File: config.mk
export PLATFORM = sky130hd
export DESIGN_NAME = scs_sys_ctrl
export DESIGN_NICKNAME = d
export VERILOG_FILES = /design/src/core/scs_pkg.sv /design/src/core/scs_sys_ctrl.sv /design/src/core/scs_eclk_gen.sv
export VERILOG_INCLUDE_DIRS = /design/src /design/src/core
export SDC_FILE = /design/constraint.sdc
export NUM_CORES = 1
export LEC_CHECK = 0
export ABC_CLOCK_PERIOD_IN_PS = 2550
export BUFFER_PORTS_ARGS = -buffer_cell sky130_fd_sc_hd__buf_2
export CELL_PAD_IN_SITES_DETAIL_PLACEMENT = 0
export CELL_PAD_IN_SITES_GLOBAL_PLACEMENT = 1
export CORE_MARGIN = 2
export CORE_UTILIZATION = 37
export DETAILED_ROUTE_END_ITERATION = 8
export GPL_ROUTABILITY_DRIVEN = 0
export PLACE_DENSITY = 0.95
export RECOVER_POWER = 50
export SLEW_MARGIN = 20
export SYNTH_ARGS = -nofsm -noshare
export SYNTH_HDL_FRONTEND = slang
export SYNTH_SLANG_ARGS = --single-unit
File: constraint.sdc
create_clock -name core_clk_in -period 2.55 [get_ports core_clk_in]
set_input_delay 0.255 -clock core_clk_in [delete_from_list [all_inputs] [get_ports core_clk_in]]
set_output_delay 0.255 -clock core_clk_in [all_outputs]
set_load 0.02 [all_outputs]
File: src/core/scs_defs.svh
`ifndef SCS_DEFS_SVH
`define SCS_DEFS_SVH

// enable clock ring: ten phases, phases 6..9 high
`define SCS_E_PH_W        4
`define SCS_E_PH_FIRST    4'h0
`define SCS_E_PH_LAST     4'h9
`define SCS_E_PH_HIGH     4'h6
`define SCS_E_PH_STEP     4'h1
`define SCS_E_PH_SLOW     4'h3

// space codes
`define SCS_FC_CPU        3'h7

// interrupt acknowledge marker on address bits 19..16
`define SCS_IACK_ADDR_HI  4'hf

// bus width strap: 1 = 16-bit, 0 = 8-bit
`define SCS_MODE_16       1'b1

// reset-instruction drive length in clocks
`define SCS_RST_CNT_W     8
`define SCS_RST_INSTR_CYC 8'h7c
`define SCS_RST_CNT_ZERO  8'h00
`define SCS_RST_CNT_STEP  8'h01

// byte lane strobes: upper lane index
`define SCS_LANE_UP       1

`endif

File: src/core/scs_pkg.sv
package scs_pkg;

  // bus cycle request from the core
  typedef struct packed {
    logic [2:0]  space_code;
    logic        rd;
    logic        iack;
    logic [1:0]  lane_en;
    logic [23:0] addr;
    logic [15:0] wdata;
  } scs_req_s;

  // bus cycle result back to the core
  typedef struct packed {
    logic [15:0] rdata;
    logic        fault;
    logic        autovec;
  } scs_rsp_s;

  // registered bus pin values
  typedef struct packed {
    logic [23:0] addr;
    logic [2:0]  space_code;
    logic        addr_valid_strobe_n;
    logic        rd_wr_n;
    logic [1:0]  byte_lane_strobes_n;
    logic        slow_peripheral_addr_valid_n;
  } scs_pins_s;

  typedef enum logic [2:0] {
    ST_IDLE,
    ST_ADDR,
    ST_STRB,
    ST_WAIT,
    ST_PER,
    ST_END,
    ST_RERUN
  } scs_state_e;

endpackage : scs_pkg

File: src/core/scs_sys_ctrl.sv
// How it works
// - on bus fault, rerun if halt also low outside slow peripheral cycles, else end with fault exception.
// - reset and halt lines low together from outside start system init.
// - reset instruction drives reset line low; internal state stays untouched.
// - external halt stops after current cycle; controls idle, buses float.
// - when the core stops, drive the halt line low.
// - width strap low gives 8-bit mode, high or open gives 16-bit.
// - enable clock period ten clocks: six low then four high.
// - enable clock from a free-running ring, any start phase.
// - slow peripheral select makes the transfer follow the enable clock.
// - slow peripheral select during interrupt acknowledge means autovector.
// - valid address strobe to slow peripherals only after their select.
// - space code: 001 ud, 010 up, 101 sd, 110 sp, 111 cpu.
// - space code stays valid while the address strobe is asserted.
// - halt floats address and data; relinquish floats controls too.
// - transfer acknowledge ends a cycle; reads latch data first.
// - interrupt acknowledge drives all space code and address 19..16 high.
`timescale 1ns/1ns
`include "scs_defs.svh"

module scs_sys_ctrl (
  input  wire logic              core_clk_in,
  input  wire logic              rst_n_in,
  input  wire logic              req_valid_in,
  input  wire scs_pkg::scs_req_s req_in,
  output logic                   req_ready_out,
  output logic                   rsp_valid_out,
  output scs_pkg::scs_rsp_s      rsp_out,
  input  wire logic              reset_instr_in,
  input  wire logic              core_stopped_in,
  input  wire logic              relinquish_req_in,
  output logic                   sys_init_out,
  output logic                   bus_8bit_out,
  input  wire logic              bus_fault_n_in,
  input  wire logic              transfer_ack_n_in,
  input  wire logic              slow_peripheral_select_n_in,
  input  wire logic              width_sel_in,
  input  wire logic              rst_line_n_in,
  output logic                   rst_line_n_out,
  output logic                   rst_line_oe_out,
  input  wire logic              halt_line_n_in,
  output logic                   halt_line_n_out,
  output logic                   halt_line_oe_out,
  output scs_pkg::scs_pins_s     pins_out,
  output logic                   addr_oe_out,
  output logic                   ctrl_oe_out,
  input  wire logic [15:0]       data_in,
  output logic [15:0]            data_out,
  output logic                   data_oe_out,
  output logic                   bus_handover_grant_n_out,
  output logic                   periph_en_clk_out
);

  scs_pkg::scs_state_e        st_r;
  scs_pkg::scs_state_e        st_nxt;
  scs_pkg::scs_req_s          cur_r;
  scs_pkg::scs_rsp_s          rsp_r;
  scs_pkg::scs_pins_s         pins_r;
  scs_pkg::scs_pins_s         pins_nxt;
  logic [`SCS_E_PH_W-1:0]     e_ph;
  logic [`SCS_RST_CNT_W-1:0]  rst_cnt_r;
  logic [15:0]                wdata_r;
  logic                       rsp_valid_r;
  logic                       rst_drv_r;
  logic                       halt_drv_r;
  logic                       in_rst_r;
  logic                       mode_r;
  logic                       sys_init_r;
  logic                       grant_r;
  logic                       wr_on_r;

  ////////////////////////////////////////////////////////////////////////////
  // enable clock ring
  scs_eclk_gen u_eclk (
    .core_clk_in (core_clk_in),
    .rst_n_in    (rst_n_in),
    .e_clk_out   (periph_en_clk_out),
    .e_phase_out (e_ph)
  );

  ////////////////////////////////////////////////////////////////////////////
  // pin decode; our own drive is masked so we never see ourselves
  wire fault_w    = !bus_fault_n_in;
  wire ack_w      = !transfer_ack_n_in;
  wire slow_sel_w = !slow_peripheral_select_n_in;
  wire ext_halt_w = !halt_line_n_in && !halt_drv_r;
  wire ext_rst_w  = !rst_line_n_in && !rst_drv_r;
  wire idle_w     = (st_r == scs_pkg::ST_IDLE);
  wire start_w    = req_valid_in && req_ready_out;
  wire done_w     = (st_nxt == scs_pkg::ST_END) &&
                    ((st_r == scs_pkg::ST_WAIT) || (st_r == scs_pkg::ST_PER));
  wire fault_end_w = done_w && fault_w;
  wire per_exit_w = !pins_r.slow_peripheral_addr_valid_n &&
                    (e_ph == `SCS_E_PH_LAST);
  wire halted_w   = ext_halt_w &&
                    (idle_w || (st_r == scs_pkg::ST_RERUN));

  // new cycles held off by halt, relinquish or our own stop
  assign req_ready_out = idle_w && !ext_halt_w && !grant_r && !halt_drv_r;

  ////////////////////////////////////////////////////////////////////////////
  // cycle sequencer
  always_comb begin
    st_nxt = st_r;
    case (st_r)
      scs_pkg::ST_IDLE: begin
        if (start_w) st_nxt = scs_pkg::ST_ADDR;
      end
      scs_pkg::ST_ADDR:  st_nxt = scs_pkg::ST_STRB;
      scs_pkg::ST_STRB:  st_nxt = scs_pkg::ST_WAIT;
      scs_pkg::ST_WAIT: begin
        // fault outranks acknowledge: a late fault must not be swallowed
        if (fault_w && ext_halt_w) st_nxt = scs_pkg::ST_RERUN;
        else if (fault_w) st_nxt = scs_pkg::ST_END;
        else if (ack_w) st_nxt = scs_pkg::ST_END;
        else if (slow_sel_w) st_nxt = scs_pkg::ST_PER;
      end
      scs_pkg::ST_PER: begin
        if (fault_w || per_exit_w) st_nxt = scs_pkg::ST_END;
      end
      scs_pkg::ST_END:   st_nxt = scs_pkg::ST_IDLE;
      scs_pkg::ST_RERUN: begin
        if (!ext_halt_w) st_nxt = scs_pkg::ST_ADDR;
      end
      default:           st_nxt = scs_pkg::ST_IDLE;
    endcase
  end

  always_ff @(posedge core_clk_in) begin
    if (!rst_n_in) st_r <= scs_pkg::ST_IDLE;
    else st_r <= st_nxt;
  end

  ////////////////////////////////////////////////////////////////////////////
  // next pin values; strobes only in strobe, wait and peripheral states
  wire strb_nxt_w = (st_nxt == scs_pkg::ST_STRB) || (st_nxt == scs_pkg::ST_WAIT) ||
                    (st_nxt == scs_pkg::ST_PER);
  wire slv_nxt_w  = (st_nxt == scs_pkg::ST_PER) &&
                    (!pins_r.slow_peripheral_addr_valid_n || e_ph == `SCS_E_PH_SLOW);
  wire [1:0] lane_w = {req_in.lane_en[`SCS_LANE_UP] && mode_r, req_in.lane_en[0]};
  wire [1:0] lane_c = {cur_r.lane_en[`SCS_LANE_UP], cur_r.lane_en[0]};

  always_comb begin
    pins_nxt = pins_r;
    if (start_w) begin
      // codes pass through; cpu space forced on acknowledge
      pins_nxt.space_code = req_in.iack ? `SCS_FC_CPU : req_in.space_code;
      pins_nxt.addr       = req_in.addr;
      if (req_in.iack) pins_nxt.addr[19:16] = `SCS_IACK_ADDR_HI;
    end
    pins_nxt.addr_valid_strobe_n = !strb_nxt_w;
    pins_nxt.rd_wr_n             = !(strb_nxt_w && !cur_r.rd);
    pins_nxt.byte_lane_strobes_n = strb_nxt_w ? ~lane_c : 2'b11;
    pins_nxt.slow_peripheral_addr_valid_n = !slv_nxt_w;
  end

  // space code only reloads from idle, so it holds through the strobe
  always_ff @(posedge core_clk_in) begin
    if (!rst_n_in) begin
      pins_r <= '{addr: '0, space_code: '0, addr_valid_strobe_n: 1'b1, rd_wr_n: 1'b1,
                  byte_lane_strobes_n: 2'b11, slow_peripheral_addr_valid_n: 1'b1};
    end else begin
      pins_r <= pins_nxt;
    end
  end

  // request capture; upper lane dropped in 8-bit mode
  always_ff @(posedge core_clk_in) begin
    if (!rst_n_in) begin
      cur_r   <= '0;
      wdata_r <= '0;
    end else if (start_w) begin
      cur_r         <= req_in;
      cur_r.lane_en <= lane_w;
      wdata_r       <= req_in.wdata;
    end
  end

  // write data drive from strobe until end of cycle
  always_ff @(posedge core_clk_in) begin
    if (!rst_n_in) wr_on_r <= 1'b0;
    else wr_on_r <= strb_nxt_w && !cur_r.rd;
  end

  ////////////////////////////////////////////////////////////////////////////
  // result: data latched as the cycle closes, one-cycle valid pulse
  always_ff @(posedge core_clk_in) begin
    if (!rst_n_in) begin
      rsp_r       <= '0;
      rsp_valid_r <= 1'b0;
    end else begin
      rsp_valid_r <= done_w;
      if (done_w) begin
        rsp_r.rdata   <= data_in;
        rsp_r.fault   <= fault_end_w;
        rsp_r.autovec <= cur_r.iack && (st_r == scs_pkg::ST_PER);
      end
    end
  end

  ////////////////////////////////////////////////////////////////////////////
  // reset instruction: line held low for a fixed count, core state kept
  always_ff @(posedge core_clk_in) begin
    if (!rst_n_in) begin
      rst_cnt_r <= `SCS_RST_CNT_ZERO;
      rst_drv_r <= 1'b0;
    end else begin
      if (reset_instr_in && !rst_drv_r) rst_cnt_r <= `SCS_RST_INSTR_CYC;
      else if (rst_drv_r) rst_cnt_r <= rst_cnt_r - `SCS_RST_CNT_STEP;
      rst_drv_r <= (reset_instr_in && !rst_drv_r) ||
                   (rst_drv_r && rst_cnt_r != `SCS_RST_CNT_STEP);
    end
  end

  // stop indication, system init, bus handover
  always_ff @(posedge core_clk_in) begin
    if (!rst_n_in) begin
      halt_drv_r <= 1'b0;
      sys_init_r <= 1'b0;
      grant_r    <= 1'b0;
    end else begin
      halt_drv_r <= core_stopped_in;
      sys_init_r <= ext_rst_w && ext_halt_w;
      grant_r    <= relinquish_req_in && (idle_w ? !start_w : grant_r);
    end
  end

  ////////////////////////////////////////////////////////////////////////////
  // width strap: default 16-bit in reset, caught on the release edge
  always_ff @(posedge core_clk_in) begin
    if (!rst_n_in) begin
      in_rst_r <= 1'b1;
      mode_r   <= `SCS_MODE_16;
    end else begin
      in_rst_r <= 1'b0;
      if (in_rst_r) mode_r <= width_sel_in;
    end
  end

  ////////////////////////////////////////////////////////////////////////////
  // pins: reset and halt are open drain, grant and enable always driven
  assign rst_line_n_out           = 1'b0;
  assign rst_line_oe_out          = rst_drv_r;
  assign halt_line_n_out          = 1'b0;
  assign halt_line_oe_out         = halt_drv_r;
  assign pins_out                 = pins_r;
  assign ctrl_oe_out              = !grant_r;
  assign addr_oe_out              = !grant_r && !halted_w;
  assign data_oe_out              = addr_oe_out && wr_on_r;
  assign data_out                 = wdata_r;
  assign bus_handover_grant_n_out = !grant_r;
  assign rsp_valid_out            = rsp_valid_r;
  assign rsp_out                  = rsp_r;
  assign sys_init_out             = sys_init_r;
  assign bus_8bit_out             = !mode_r;

  ////////////////////////////////////////////////////////////////////////////
  // checks
  space_code_hold_a: assert property (
    @(posedge core_clk_in) disable iff (!rst_n_in)
    (!pins_r.addr_valid_strobe_n && $past(!pins_r.addr_valid_strobe_n))
    |-> $stable(pins_r.space_code))
    else $error("space code moved under address strobe");

  iack_marker_a: assert property (
    @(posedge core_clk_in) disable iff (!rst_n_in)
    (!pins_r.addr_valid_strobe_n && cur_r.iack)
    |-> (pins_r.space_code == `SCS_FC_CPU && pins_r.addr[19:16] == `SCS_IACK_ADDR_HI))
    else $error("acknowledge cycle not marked high");

  slow_valid_sel_a: assert property (
    @(posedge core_clk_in) disable iff (!rst_n_in)
    $fell(pins_r.slow_peripheral_addr_valid_n)
    |-> (st_r == scs_pkg::ST_PER && $past(e_ph) == `SCS_E_PH_SLOW))
    else $error("valid address strobe without peripheral select");

  halt_float_a: assert property (
    @(posedge core_clk_in) disable iff (!rst_n_in)
    (ext_halt_w && idle_w) |-> (!addr_oe_out && !data_oe_out && ctrl_oe_out == !grant_r))
    else $error("buses driven while halted");

  relinquish_float_a: assert property (
    @(posedge core_clk_in) disable iff (!rst_n_in)
    grant_r |-> (!ctrl_oe_out && !addr_oe_out && !bus_handover_grant_n_out))
    else $error("outputs driven after bus handover");

  reset_instr_len_a: assert property (
    @(posedge core_clk_in) disable iff (!rst_n_in)
    $rose(rst_drv_r) |-> rst_drv_r [*8] ##1 (rst_cnt_r == `SCS_RST_INSTR_CYC - 8'h08))
    else $error("reset line released early");

  fault_rerun_a: assert property (
    @(posedge core_clk_in) disable iff (!rst_n_in)
    (st_r == scs_pkg::ST_WAIT && fault_w && ext_halt_w)
    |=> (st_r == scs_pkg::ST_RERUN && !rsp_valid_out))
    else $error("fault with halt did not rerun");

  fault_exc_a: assert property (
    @(posedge core_clk_in) disable iff (!rst_n_in)
    (st_r == scs_pkg::ST_WAIT && fault_w && !ext_halt_w) |=> (rsp_valid_out && rsp_out.fault))
    else $error("fault not reported");

  halt_drive_a: assert property (
    @(posedge core_clk_in) disable iff (!rst_n_in)
    core_stopped_in |=> (halt_line_oe_out && !req_ready_out))
    else $error("halt line not driven on stop");

  mode_hold_a: assert property (
    @(posedge core_clk_in) disable iff (!rst_n_in)
    (!in_rst_r && !$past(in_rst_r)) |-> $stable(mode_r))
    else $error("bus width changed after reset");

  sys_init_a: assert property (
    @(posedge core_clk_in) disable iff (!rst_n_in)
    (ext_rst_w && ext_halt_w) |=> sys_init_out)
    else $error("system init missed");

endmodule : scs_sys_ctrl

File: src/core/scs_eclk_gen.sv
`timescale 1ns/1ns
`include "scs_defs.svh"

module scs_eclk_gen (
  input  wire logic                     core_clk_in,
  input  wire logic                     rst_n_in,
  output logic                          e_clk_out,
  output logic [`SCS_E_PH_W-1:0]        e_phase_out
);

  logic [`SCS_E_PH_W-1:0] ph_r;
  logic [`SCS_E_PH_W-1:0] ph_nxt;
  logic                   e_r;

  // wrap also catches stray codes above the last phase
  assign ph_nxt = (ph_r >= `SCS_E_PH_LAST) ? `SCS_E_PH_FIRST : ph_r + `SCS_E_PH_STEP;

  ////////////////////////////////////////////////////////////////////////////
  // free-running ring; reset only fixes a phase, nothing else stops it
  always_ff @(posedge core_clk_in) begin
    if (!rst_n_in) begin
      ph_r <= `SCS_E_PH_FIRST;
      e_r  <= 1'b0;
    end else begin
      ph_r <= ph_nxt;
      e_r  <= (ph_nxt >= `SCS_E_PH_HIGH);
    end
  end

  assign e_clk_out   = e_r;
  assign e_phase_out = ph_r;

  ////////////////////////////////////////////////////////////////////////////
  e_period_shape_a: assert property (
    @(posedge core_clk_in) disable iff (!rst_n_in)
    $rose(e_r) |-> e_r [*4] ##1 !e_r [*6] ##1 e_r)
    else $error("enable clock not four high six low");

endmodule : scs_eclk_gen

==> run metrics, run 1 <==
EDFF count, synth 0; DR pass1 iterations 4; Placed Instances 695; Layout fillers 1,062; Max Freq 472 MHz; nets 653; Worst Tran Pin Value 2.14 ns; Syn Inst Count 438; maxcap violations 1; VDD IR max 284 µV; min Tclk post-route 2.12 ns; Initial DRC Count 150; WHS 0.0890 ns; RSZ-0062 raised after global routing false; Async S/R FF share, synth 0%; Initial Utilization 38.2%; diode count 0; CP Data Required Time 2.30 ns; fin cells 710; Primary FF master, synth dfxtp_1; # H-tree levels 3; clk_lat worst skew 0.35 ns; Max FO, Critical Path 6; vias in the first global route 3,185; cts repair resizes 0; top post-synthesis cells by area dfxtp_1, nand2_1, a21oi_1; Std-Cell Core Area 9820 µm²; first-pass GRT wire length 14,600 µm; GRT overflow 0; Final Hold Viols 0; Remaining DRCs 0; Post-CTS Hold Buffers 0; PD cells 662 nW/µm²; final-report setup violation count 0; row count 36; total track usage 16.4%; HPWL Detailed 6400 µm; pin count of the biggest net entering global routing 54; Post-synth top cells nand2_1, dfxtp_1, a21oi_1; Layout area overhead 22.9%; initial antenna violation count 0; Port Buf Inserts 151; Comb pwr share 16.5%; critical path data arrival time 1.87 ns; Ys Warns 0; Die Span X 105 µm; relative slew slack -42.4%; sequential share of the synthesized area 50.1%; FF+latch count, synth 94; Final Cycle Share 83.1%; P_sw 0.000870 W; Final TNS setup 0 ns; Layout Skew 0.0129 ns; Startpoint Class flip-flop; HP Class in2reg; CTS clk-pin slew, worst paths 0.09 ns; # IOs 154; Die Y 105 µm; clock power share 30.5%; die area 11,000 µm²; layout cell share with drive strength beyond 1 18.2%; CTS tree yes; postcts setup bufs 0; Syn Std Cell Area 3750 µm²; failing checks capacitance limit, slew limit; CTS root buffer clkbuf_8; Clock Path Buffers 2; vias per cell 4.72; antenna-violating nets left 0; switching share of power 28.5%; TritonCTS sink count 94; final WL 9010 µm; via count 3,350; Final Max Slew Viols 54; synth unique cells 47; leakage power 1.80 nW; Num CTS Buffers 9; Int Pwr 0.00219 W; top cell type's share of synthesized area 50.1%; r2r setup slk 0.49 ns; Crit. End Element output pin; Wirelength per Cell 12.7 µm; largest area contributor in the synthesized netlist dfxtp_1; Crit Path Class reg2out; syn avg cell area 8.57 µm²; Sequential Power Share 53.0%; outcome finished with violations; most common cell in the netlist nand2_1
## registers in the layout (all words and copies together) (netlist names), 2 cells and up
signal              cells
st_r                    3
u_eclk.e_phase_out      4
pins_out               32
lane_c                  2
rst_cnt_r               8
cur_r                   2
rsp_out                18
data_out               16
## stage by stage
step	power (W)	cell area, µm²	utilization [%]	setup slack [ns]
3_5_place_dp	0.00218	4530	46.1	0.493
3_3_place_gp	0.00216	4530	46.1	0.598
5_1_grt	0.00324	4610	47.0	0.205
6_report	0.00306	4610	47.0	0.430
2_1_floorplan	0.00200	3760	-	0.808
4_1_cts	0.00312	4710	48.0	0.470
## cells in the final DEF, fill, tap and decap left out, types with 2 or more instances in the layout
cell type  netlist  routed
ha_1             5       5
a211oi_1         2       2
nand2_1        127     127
dfxtp_1         94      94
clkbuf_1        16      76
inv_1           10      10
nand2b_1         3       3
or3_1            3       3
nor3_1          18      18
o21ai_0          3       3
mux2i_1         18      18
xor2_1           3       3
conb_1           1       2
and3_1           4       3
nor2_1          20      20
nand4b_1         2       2
a31oi_1          2       2
a21oi_1         47      47
and2_1           5       5
o31ai_1          4       4
buf_2            7      78
xnor2_1          3       3
nand3b_1         2       2
clkbuf_8         0       9
a21o_1           2       2
clkinv_2         0       2
o211ai_1         2       2
buf_4            4       5
nor4_1           2       2
nand3_1          6       6
## path summary, 6_finish.rpt
check	from	depth (start not counted)	endpoint
hold reg to reg	lane_c[0]$_SDFFE_PN0P_	1	pins_out[1]$_SDFF_PN1_
hold / removal	rst_line_n_in	2	sys_init_out$_SDFF_PN0_
setup reg to reg	st_r[2]$_SDFF_PN0_	6	rsp_out[8]$_SDFFE_PN0P_
setup / recovery	halt_line_oe_out$_SDFF_PN0_	5	data_oe_out
## metal layers
metal,share of wire [%],GRT usage (%)
met4,1.2,5.90
met3,7.5,4.80
met2,48,27.6
met1,43,19.8
met5,0,0
## power groups by stage
stage	sequential [W]	combinational, W	clock (W)
after floorplan	0.00170	0.000304	0
after global placement	0.00165	0.000513	0
after detailed placement	0.00165	0.000523	0
after CTS	0.00162	0.000524	0.000976
after global routing	0.00163	0.000560	0.00104
final	0.00162	0.000503	0.000933
## final cells by class
class,instances,area [µm²],area share [%]
tap,133,166,3.61
inverter,10,37.5,0.813
clock inverter,4,48.8,1.06
multi-input combinational,301,1640,35.6
timing repair buffer,157,706,15.3
clock buffer,11,131,2.85
sequential,94,1880,40.8
## cell families (layout without fill, tap and decap cells)
logic type / Yosys count / after routing / synth area share [%]
other cells: 1 / 2 / 0.0999
mux: 18 / 18 / 4.80
xor+xnor: 6 / 6 / 1.40
buf+inv: 44 / 182 / 6.26
flops: 94 / 94 / 50.1
fa+ha+maj: 5 / 5 / 1.67
simple gates: 201 / 201 / 24.1
compound gates: 69 / 69 / 11.6
## worst max-delay path, cell delays in order, from the launching register on
cell     delay, ns
dfxtp_1       0.39
or2_0         0.45
nor2_1        0.08
a31oi_1       0.23
and2_1        0.19
buf_2         0.17
Note: power is estimated with default switching activity, not from simulation.
==> inputs of run 2 (changes only) <==
ABC_AREA = 1   (was unset)
ABC_CLOCK_PERIOD_IN_PS = 2000   (was 2550)
CORE_UTILIZATION = 33   (was 37)
PLACE_DENSITY = 0.9   (was 0.95)
clock period = 2 ns   (was 2.55 ns; I/O delays follow)
==> run 2 against run 1 <==
  * The flow now finishes without violations
  * Via count is 6.6% higher
  * Largest cell class unchanged
  * Total power is 44% higher
  * Routed wire length is 5.1% higher
  * Final cell count is 10% higher
  * First-iteration DRC count is 62% higher
  * Synthesized cell count is 13% higher
==> run metrics, run 2 <==
CTS root buffer clkbuf_16 (was clkbuf_8); Port Buf Inserts 151 (unchanged); most frequent cells in the layout nor2_1, dfxtp_1, clkbuf_1, buf_2, nand2_1 (was nand2_1, dfxtp_1, buf_2, clkbuf_1, a21oi_1); DR pass1 iterations 4 (unchanged); CTS tree yes (unchanged); PD cells 916 nW/µm² (was 662 nW/µm²); FF+latch count, synth 94 (unchanged); first-pass GRT wire length 16,000 µm (was 14,600 µm); largest area contributor in the synthesized netlist dfxtp_1 (unchanged); Final TNS setup 0 ns (unchanged); Syn Inst Count 494 (was 438); Async S/R FF share, synth 0% (unchanged); initial antenna violation count 0 (unchanged); Ys Warns 0 (unchanged); Std-Cell Core Area 11,000 µm² (was 9820 µm²); outcome finished, final reports clean (was finished with violations); Largest register FFs 32 (unchanged); leakage power 2.15 nW (was 1.80 nW); Critical Path End data_oe_out (unchanged); Initial DRC Count 243 (was 150); via count 3,572 (was 3,350); Clock Path Buffers 2 (unchanged); Layout area overhead 27.8% (was 22.9%); Final Max Slew Viols 0 (was 54); Startpoint Class flip-flop (unchanged); r2r worst-path depth 11 (was 6); HP Class in2reg (unchanged); top cell type's share of synthesized area 50.2% (was 50.1%); TritonCTS sink count 94 (unchanged); Layout fillers 1,158 (was 1,062); relative slew slack 39.3% (was -42.4%); layout cell share with drive strength beyond 1 17.9% (was 18.2%); row count 38 (was 36); final WL 9470 µm (was 9010 µm); vias per cell 4.56 (was 4.72); Crit Path Class reg2out (unchanged); pin count of the biggest net entering global routing 36 (was 54); Initial Utilization 34.2% (was 38.2%); Setup crit start st_r[0]$_SDFF_PN0_ (was halt_line_oe_out$_SDFF_PN0_); Crit. End Element output pin (unchanged); GRT overflow 0 (unchanged); top post-synthesis cells by area dfxtp_1, nor2_1, o21ai_0 (was dfxtp_1, nand2_1, a21oi_1); HPWL Detailed 7110 µm (was 6400 µm); EDFF count, synth 0 (unchanged); die area 12,200 µm² (was 11,000 µm²); Final Hold Viols 0 (unchanged); # H-tree levels 3 (unchanged); CTS clk-pin slew, worst paths 0.06 ns (was 0.09 ns); Post-synth top cells nor2_1, dfxtp_1, nand2_1 (was nand2_1, dfxtp_1, a21oi_1); Layout Skew 0.00441 ns (was 0.0129 ns); cts repair resizes 0 (unchanged); r2r setup slk 0.28 ns (was 0.49 ns); Crit-path slowest cell dfxtp_1 (was or2_0); Post-CTS Hold Buffers 0 (unchanged); Wirelength per Cell 12.1 µm (was 12.7 µm); commonest non-fill, non-tap cell in the layout nor2_1 (was nand2_1); Final Cycle Share 90.7%; CP Cell Sequence nor2_1 > nand3_2 > nand2_1 > a31oi_1 > and2_1 > buf_2 (was or2_0 > nor2_1 > a31oi_1 > and2_1 > buf_2); min Tclk post-route 1.81 ns; antenna-violating nets left 0 (unchanged); maxcap violations 0 (was 1); vias in the first global route 3,550 (was 3,185); Worst Tran Pin Value 0.911 ns (was 2.14 ns); fin util 43.7% (was 47.0%); nets 719 (was 653); CP Data Required Time 1.80 ns (was 2.30 ns); most common cell in the netlist nor2_1 (was nand2_1); RSZ-0062 raised after global routing false (unchanged); largest stage delay on the critical path 0.45 ns (about the same); clk_lat worst skew 0.33 ns (was 0.35 ns); reg2reg end rsp_out[17]$_SDFFE_PN0P_ (was rsp_out[8]$_SDFFE_PN0P_); diode count 0 (unchanged); Die Y 111 µm (was 105 µm); postcts setup bufs 0 (unchanged); Die Span X 111 µm (was 105 µm); syn avg cell area 7.60 µm² (was 8.57 µm²); # IOs 154 (unchanged); VDD IR max 643 µV (was 284 µV); Primary FF master, synth dfxtp_1 (unchanged); total track usage 15.9% (was 16.4%); Remaining DRCs 0 (unchanged); sequential share of the synthesized area 50.2% (was 50.1%); Num CTS Buffers 9 (unchanged); Max FO, Critical Path 6 (unchanged); critical path data arrival time 1.61 ns (was 1.87 ns); Crit Reg-Reg Startpoint u_eclk.e_phase_out[1]$_SDFF_PN0_ (was st_r[2]$_SDFF_PN0_); Syn Std Cell Area 3750 µm² (about the same); final-report setup violation count 0 (unchanged); synth unique cells 35 (was 47); Max Freq 551 MHz
run 2: cell count changes in the layout (fill, tap and decap cells not counted), sizes merged, moves of 4 or more:
| cell | before | now |
|---|---|---|
| nor2 | 20 | 142 |
| nand3 | 6 | 30 |
| a21oi | 47 | 9 |
| clkbuf | 85 | 91 |
| mux2i | 18 | 0 |
| and3 | 4 | 0 |
| nand2b | 4 | 0 |
| inv | 10 | 49 |
| nor3 | 18 | 4 |
| o21ai | 3 | 48 |
| nand2 | 127 | 66 |
| and2 | 5 | 1 |
run 2: worst min-delay path by stage:
stage          depth (start not counted)              startpoint  slack [ns]                     endpoint
5_1_grt                                3         core_stopped_in        0.08  halt_line_oe_out$_SDFF_PN0_
2_1_floorplan                          1           rst_line_n_in        0.28      sys_init_out$_SDFF_PN0_
4_1_cts                                3         core_stopped_in        0.06  halt_line_oe_out$_SDFF_PN0_
6_report                               3              req_in[34]        0.08    pins_out[26]$_SDFFE_PN0P_
3_5_place_dp                           1  lane_c[1]$_SDFFE_PN0P_        0.40       pins_out[2]$_SDFF_PN1_
3_3_place_gp                           1  lane_c[0]$_SDFFE_PN0P_        0.38       pins_out[1]$_SDFF_PN1_
run 2: layout make-up:
type / count / area [µm²] / area share (%)
Clock buffer: 15 / 288 / 6.00
Inverter: 49 / 184 / 3.84
Multi-Input combinational cell: 328 / 1550 / 32.3
Sequential cell: 94 / 1880 / 39.2
Tap cell: 140 / 175 / 3.65
Timing Repair Buffer: 157 / 717 / 15.0
run 2: layer usage:
metal | share of wire (%) | up-vias | global-route usage [%]
met1 | 44 | 1602 | 18.4
met2 | 46 | 121 | 26.7
met3 | 7.5 | 14 | 5.05
met4 | 2.1 | 0 | 7.25
met5 | 0 | - | 0
li1 | - | 1835 | -
run 2: cells by family after synthesis:
| logic type | Yosys count | share of synthesized area [%] |
|---|---|---|
| other | 1 | 0.0999 |
| AOI/OAI and AO/OA | 69 | 9.84 |
| buffers and inverters | 73 | 8.67 |
| DFF | 94 | 50.1 |
| adders and majority gates | 5 | 1.67 |
| and+or+nand+nor | 252 | 29.6 |
run 2: worst max-delay path, delay by kind of cell, from the launching register on:
kind | cells | cell delay, ns
and+or+nand+nor | 4 | 0.44
DFF | 1 | 0.45
buffers and inverters | 1 | 0.16
AOI/OAI and AO/OA | 1 | 0.22
run 2: through the flow:
stage	setup slack, ns	cell area, µm²	hold slack (ns)	std cells	power, W
after CTS	0.170	4890	0.0585	783	0.00448
after detailed placement	0.240	4600	0.396	768	0.00283
final	0.186	4790	0.0752	783	0.00439
after global placement	0.278	4600	0.380	768	0.00281
after global routing	0.0352	4790	0.0786	783	0.00462
after floorplan	0.389	3760	0.277	495	0.00258
run 2: power by group:
part           leakage (nW)  switching [W]  internal [W]
registers             0.768      0.0000738       0.00200
clock network         0.142       0.000663      0.000973
logic                  1.24       0.000454      0.000234
total                  2.15        0.00119       0.00320
==> inputs of run 3 (changes only) <==
ABC_AREA = unset   (was 1)
CORE_UTILIZATION = 34   (was 33)
==> run 3 against run 2 <==
  * Clock skew up 0.0048 ns
  * First-iteration DRC count down 36%
  * Worst hold slack worse by 0.025 ns
  * Via count down 5.4%
  * Total power down 12%
  * Maximum frequency up 0.15%
  * Flip-flop and latch count unchanged
  * Count of clock-buffer cells in the layout down 5
  * Clock power down 30%
  * Combinational power down 2%
  * Setup slack better by 0.0027 ns
  * Design area down 2.4%
==> run metrics, run 3 (same netlist as run 1, synthesis figures left out) <==
diode count 0 (unchanged); RSZ-0062 raised after global routing false (unchanged); outcome finished, final reports clean (unchanged); HPWL Detailed 6740 µm (was 7110 µm); layout cell share with drive strength beyond 1 19.4% (was 17.9%); Die Y 109 µm (was 111 µm); nets 656 (was 719); CTS tree yes (unchanged); CTS clk-pin slew, worst paths 0.09 ns (was 0.06 ns); most frequent cells in the layout nand2_1, dfxtp_1, buf_2, clkbuf_1, a21oi_1 (was nor2_1, dfxtp_1, clkbuf_1, buf_2, nand2_1); Final Max Slew Viols 0 (unchanged); Final Hold Viols 0 (unchanged); # H-tree levels 3 (unchanged); Max Freq 552 MHz (was 551 MHz); min Tclk post-route 1.81 ns (about the same); VDD IR max 343 µV (was 643 µV); Layout Skew 0.00921 ns (was 0.00441 ns); total track usage 15.6% (was 15.9%); TritonCTS sink count 94 (unchanged); Largest register FFs 32 (unchanged); Clock Path Buffers 2 (unchanged); postcts setup bufs 0 (unchanged); Layout area overhead 24.7% (was 27.8%); Final TNS setup 0 ns (unchanged); # IOs 154 (unchanged); die area 11,900 µm² (was 12,200 µm²); vias per cell 4.69 (was 4.56); Power, Total 0.00387 W (was 0.00439 W); via count 3,378 (was 3,572); CP Data Required Time 2.28 ns (was 1.80 ns); Initial DRC Count 156 (was 243); pin count of the biggest net entering global routing 54 (was 36); HP Class in2reg (unchanged); final WL 9430 µm (was 9470 µm); critical path data arrival time 2.09 ns (was 1.61 ns); leakage power 1.82 nW (was 2.15 nW); Crit Path Class reg2reg (was reg2out); Worst Tran Pin Value 0.987 ns (was 0.911 ns); Final Cycle Share 90.6% (was 90.7%); Die Span X 109 µm (was 111 µm); vias in the first global route 3,190 (was 3,550); first-pass GRT wire length 14,700 µm (was 16,000 µm); Port Buf Inserts 151 (unchanged); initial antenna violation count 0 (unchanged); row count 38 (unchanged); Std-Cell Core Area 10,800 µm² (was 11,000 µm²); Num CTS Buffers 9 (unchanged); GRT overflow 0 (unchanged); Startpoint Class flip-flop (unchanged); Max FO, Critical Path 18 (was 6); maxcap violations 0 (unchanged); clk_lat worst skew 0.36 ns (was 0.33 ns); PD cells 828 nW/µm² (was 916 nW/µm²); Wirelength per Cell 13.1 µm (was 12.1 µm); commonest non-fill, non-tap cell in the layout nand2_1 (was nor2_1); Remaining DRCs 0 (unchanged); CTS root buffer clkbuf_8 (was clkbuf_16); antenna-violating nets left 0 (unchanged); Crit. End Element flip-flop (was output pin); final-report setup violation count 0 (unchanged); DR pass1 iterations 4 (unchanged); Initial Utilization 34.8% (was 34.2%); relative slew slack 34.2% (was 39.3%)
## run 3: cell count changes in the layout (fill, tap and decap cells not counted), moves of 5 or more
| cell | delta |
|---|---|
| mux2i_1 | +18 |
| nand2_2 | -6 |
| nor3_1 | +14 |
| o21ai_0 | -44 |
| clkbuf_16 | -9 |
| clkbuf_8 | +6 |
| inv_1 | -39 |
| nand2_1 | +68 |
| nand3_1 | -21 |
| clkbuf_1 | -5 |
| nor2_1 | -115 |
| a21oi_1 | +38 |
## run 3: final timing paths
path / slack [ns] / cells after the start / to / start
setup / recovery: 0.19 / 8 / rsp_out[9]$_SDFFE_PN0P_ / u_eclk.e_phase_out[1]$_SDFF_PN0_
hold / removal: 0.05 / 2 / halt_line_oe_out$_SDFF_PN0_ / core_stopped_in
hold reg to reg: 0.40 / 1 / pins_out[1]$_SDFF_PN1_ / lane_c[0]$_SDFFE_PN0P_
setup reg to reg: 0.19 / 8 / rsp_out[9]$_SDFFE_PN0P_ / u_eclk.e_phase_out[1]$_SDFF_PN0_
## run 3: report_power, final
group / internal, W / total (W) / switching, W / leakage (nW)
clock: 0.000479 / 0.00114 / 0.000664 / 0.0841
combinational: 0.000254 / 0.000673 / 0.000419 / 0.970
sequential: 0.00198 / 0.00206 / 0.0000788 / 0.766
## run 3: layer usage
layer	GRT usage, %	part of all wire, %
met5	0	0
met4	5.40	1.2
met3	5.14	6.5
met2	26.0	48
met1	18.7	45
## run 3: cell type report
type	instances	area (µm²)
fillers	1123	6110
flip-flops and latches	94	1880
multi-input cells	301	1640
repair buffers	160	771
well taps	140	175
clock buffers	10	138
clock inverters	6	37.5
inverters	10	37.5
## run 3: repair_timing
item                                   4_1_cts  5_1_grt
resized for setup                            1        2
setup endpoints to repair                    1        1
endpoints found under the hold margin        1        0
hold buffers                                 1        0
## run 3: critical path, stage by stage, from the launching register on
cell and delay (ns):
dfxtp_1 0.33, inv_1 0.09, ha_1 0.17, nand4bb_1 0.12, a211oi_1 0.26, a31oi_1 0.14
a21boi_4 0.22, buf_12 0.19, mux2i_1 0.22
## run 3: through the flow
stage	utilization, %	std cells	setup slack [ns]	instance area (µm²)	hold slack (ns)
finish	43.4	721	0.189	4680	0.0507
global route	43.4	721	0.0346	4680	0.0323
CTS	44.3	721	0.0275	4780	0.0328
detailed placement	42.5	704	0.209	4590	0.380
global placement	42.5	704	0.365	4590	0.379
floorplan	-	439	0.258	3760	0.277
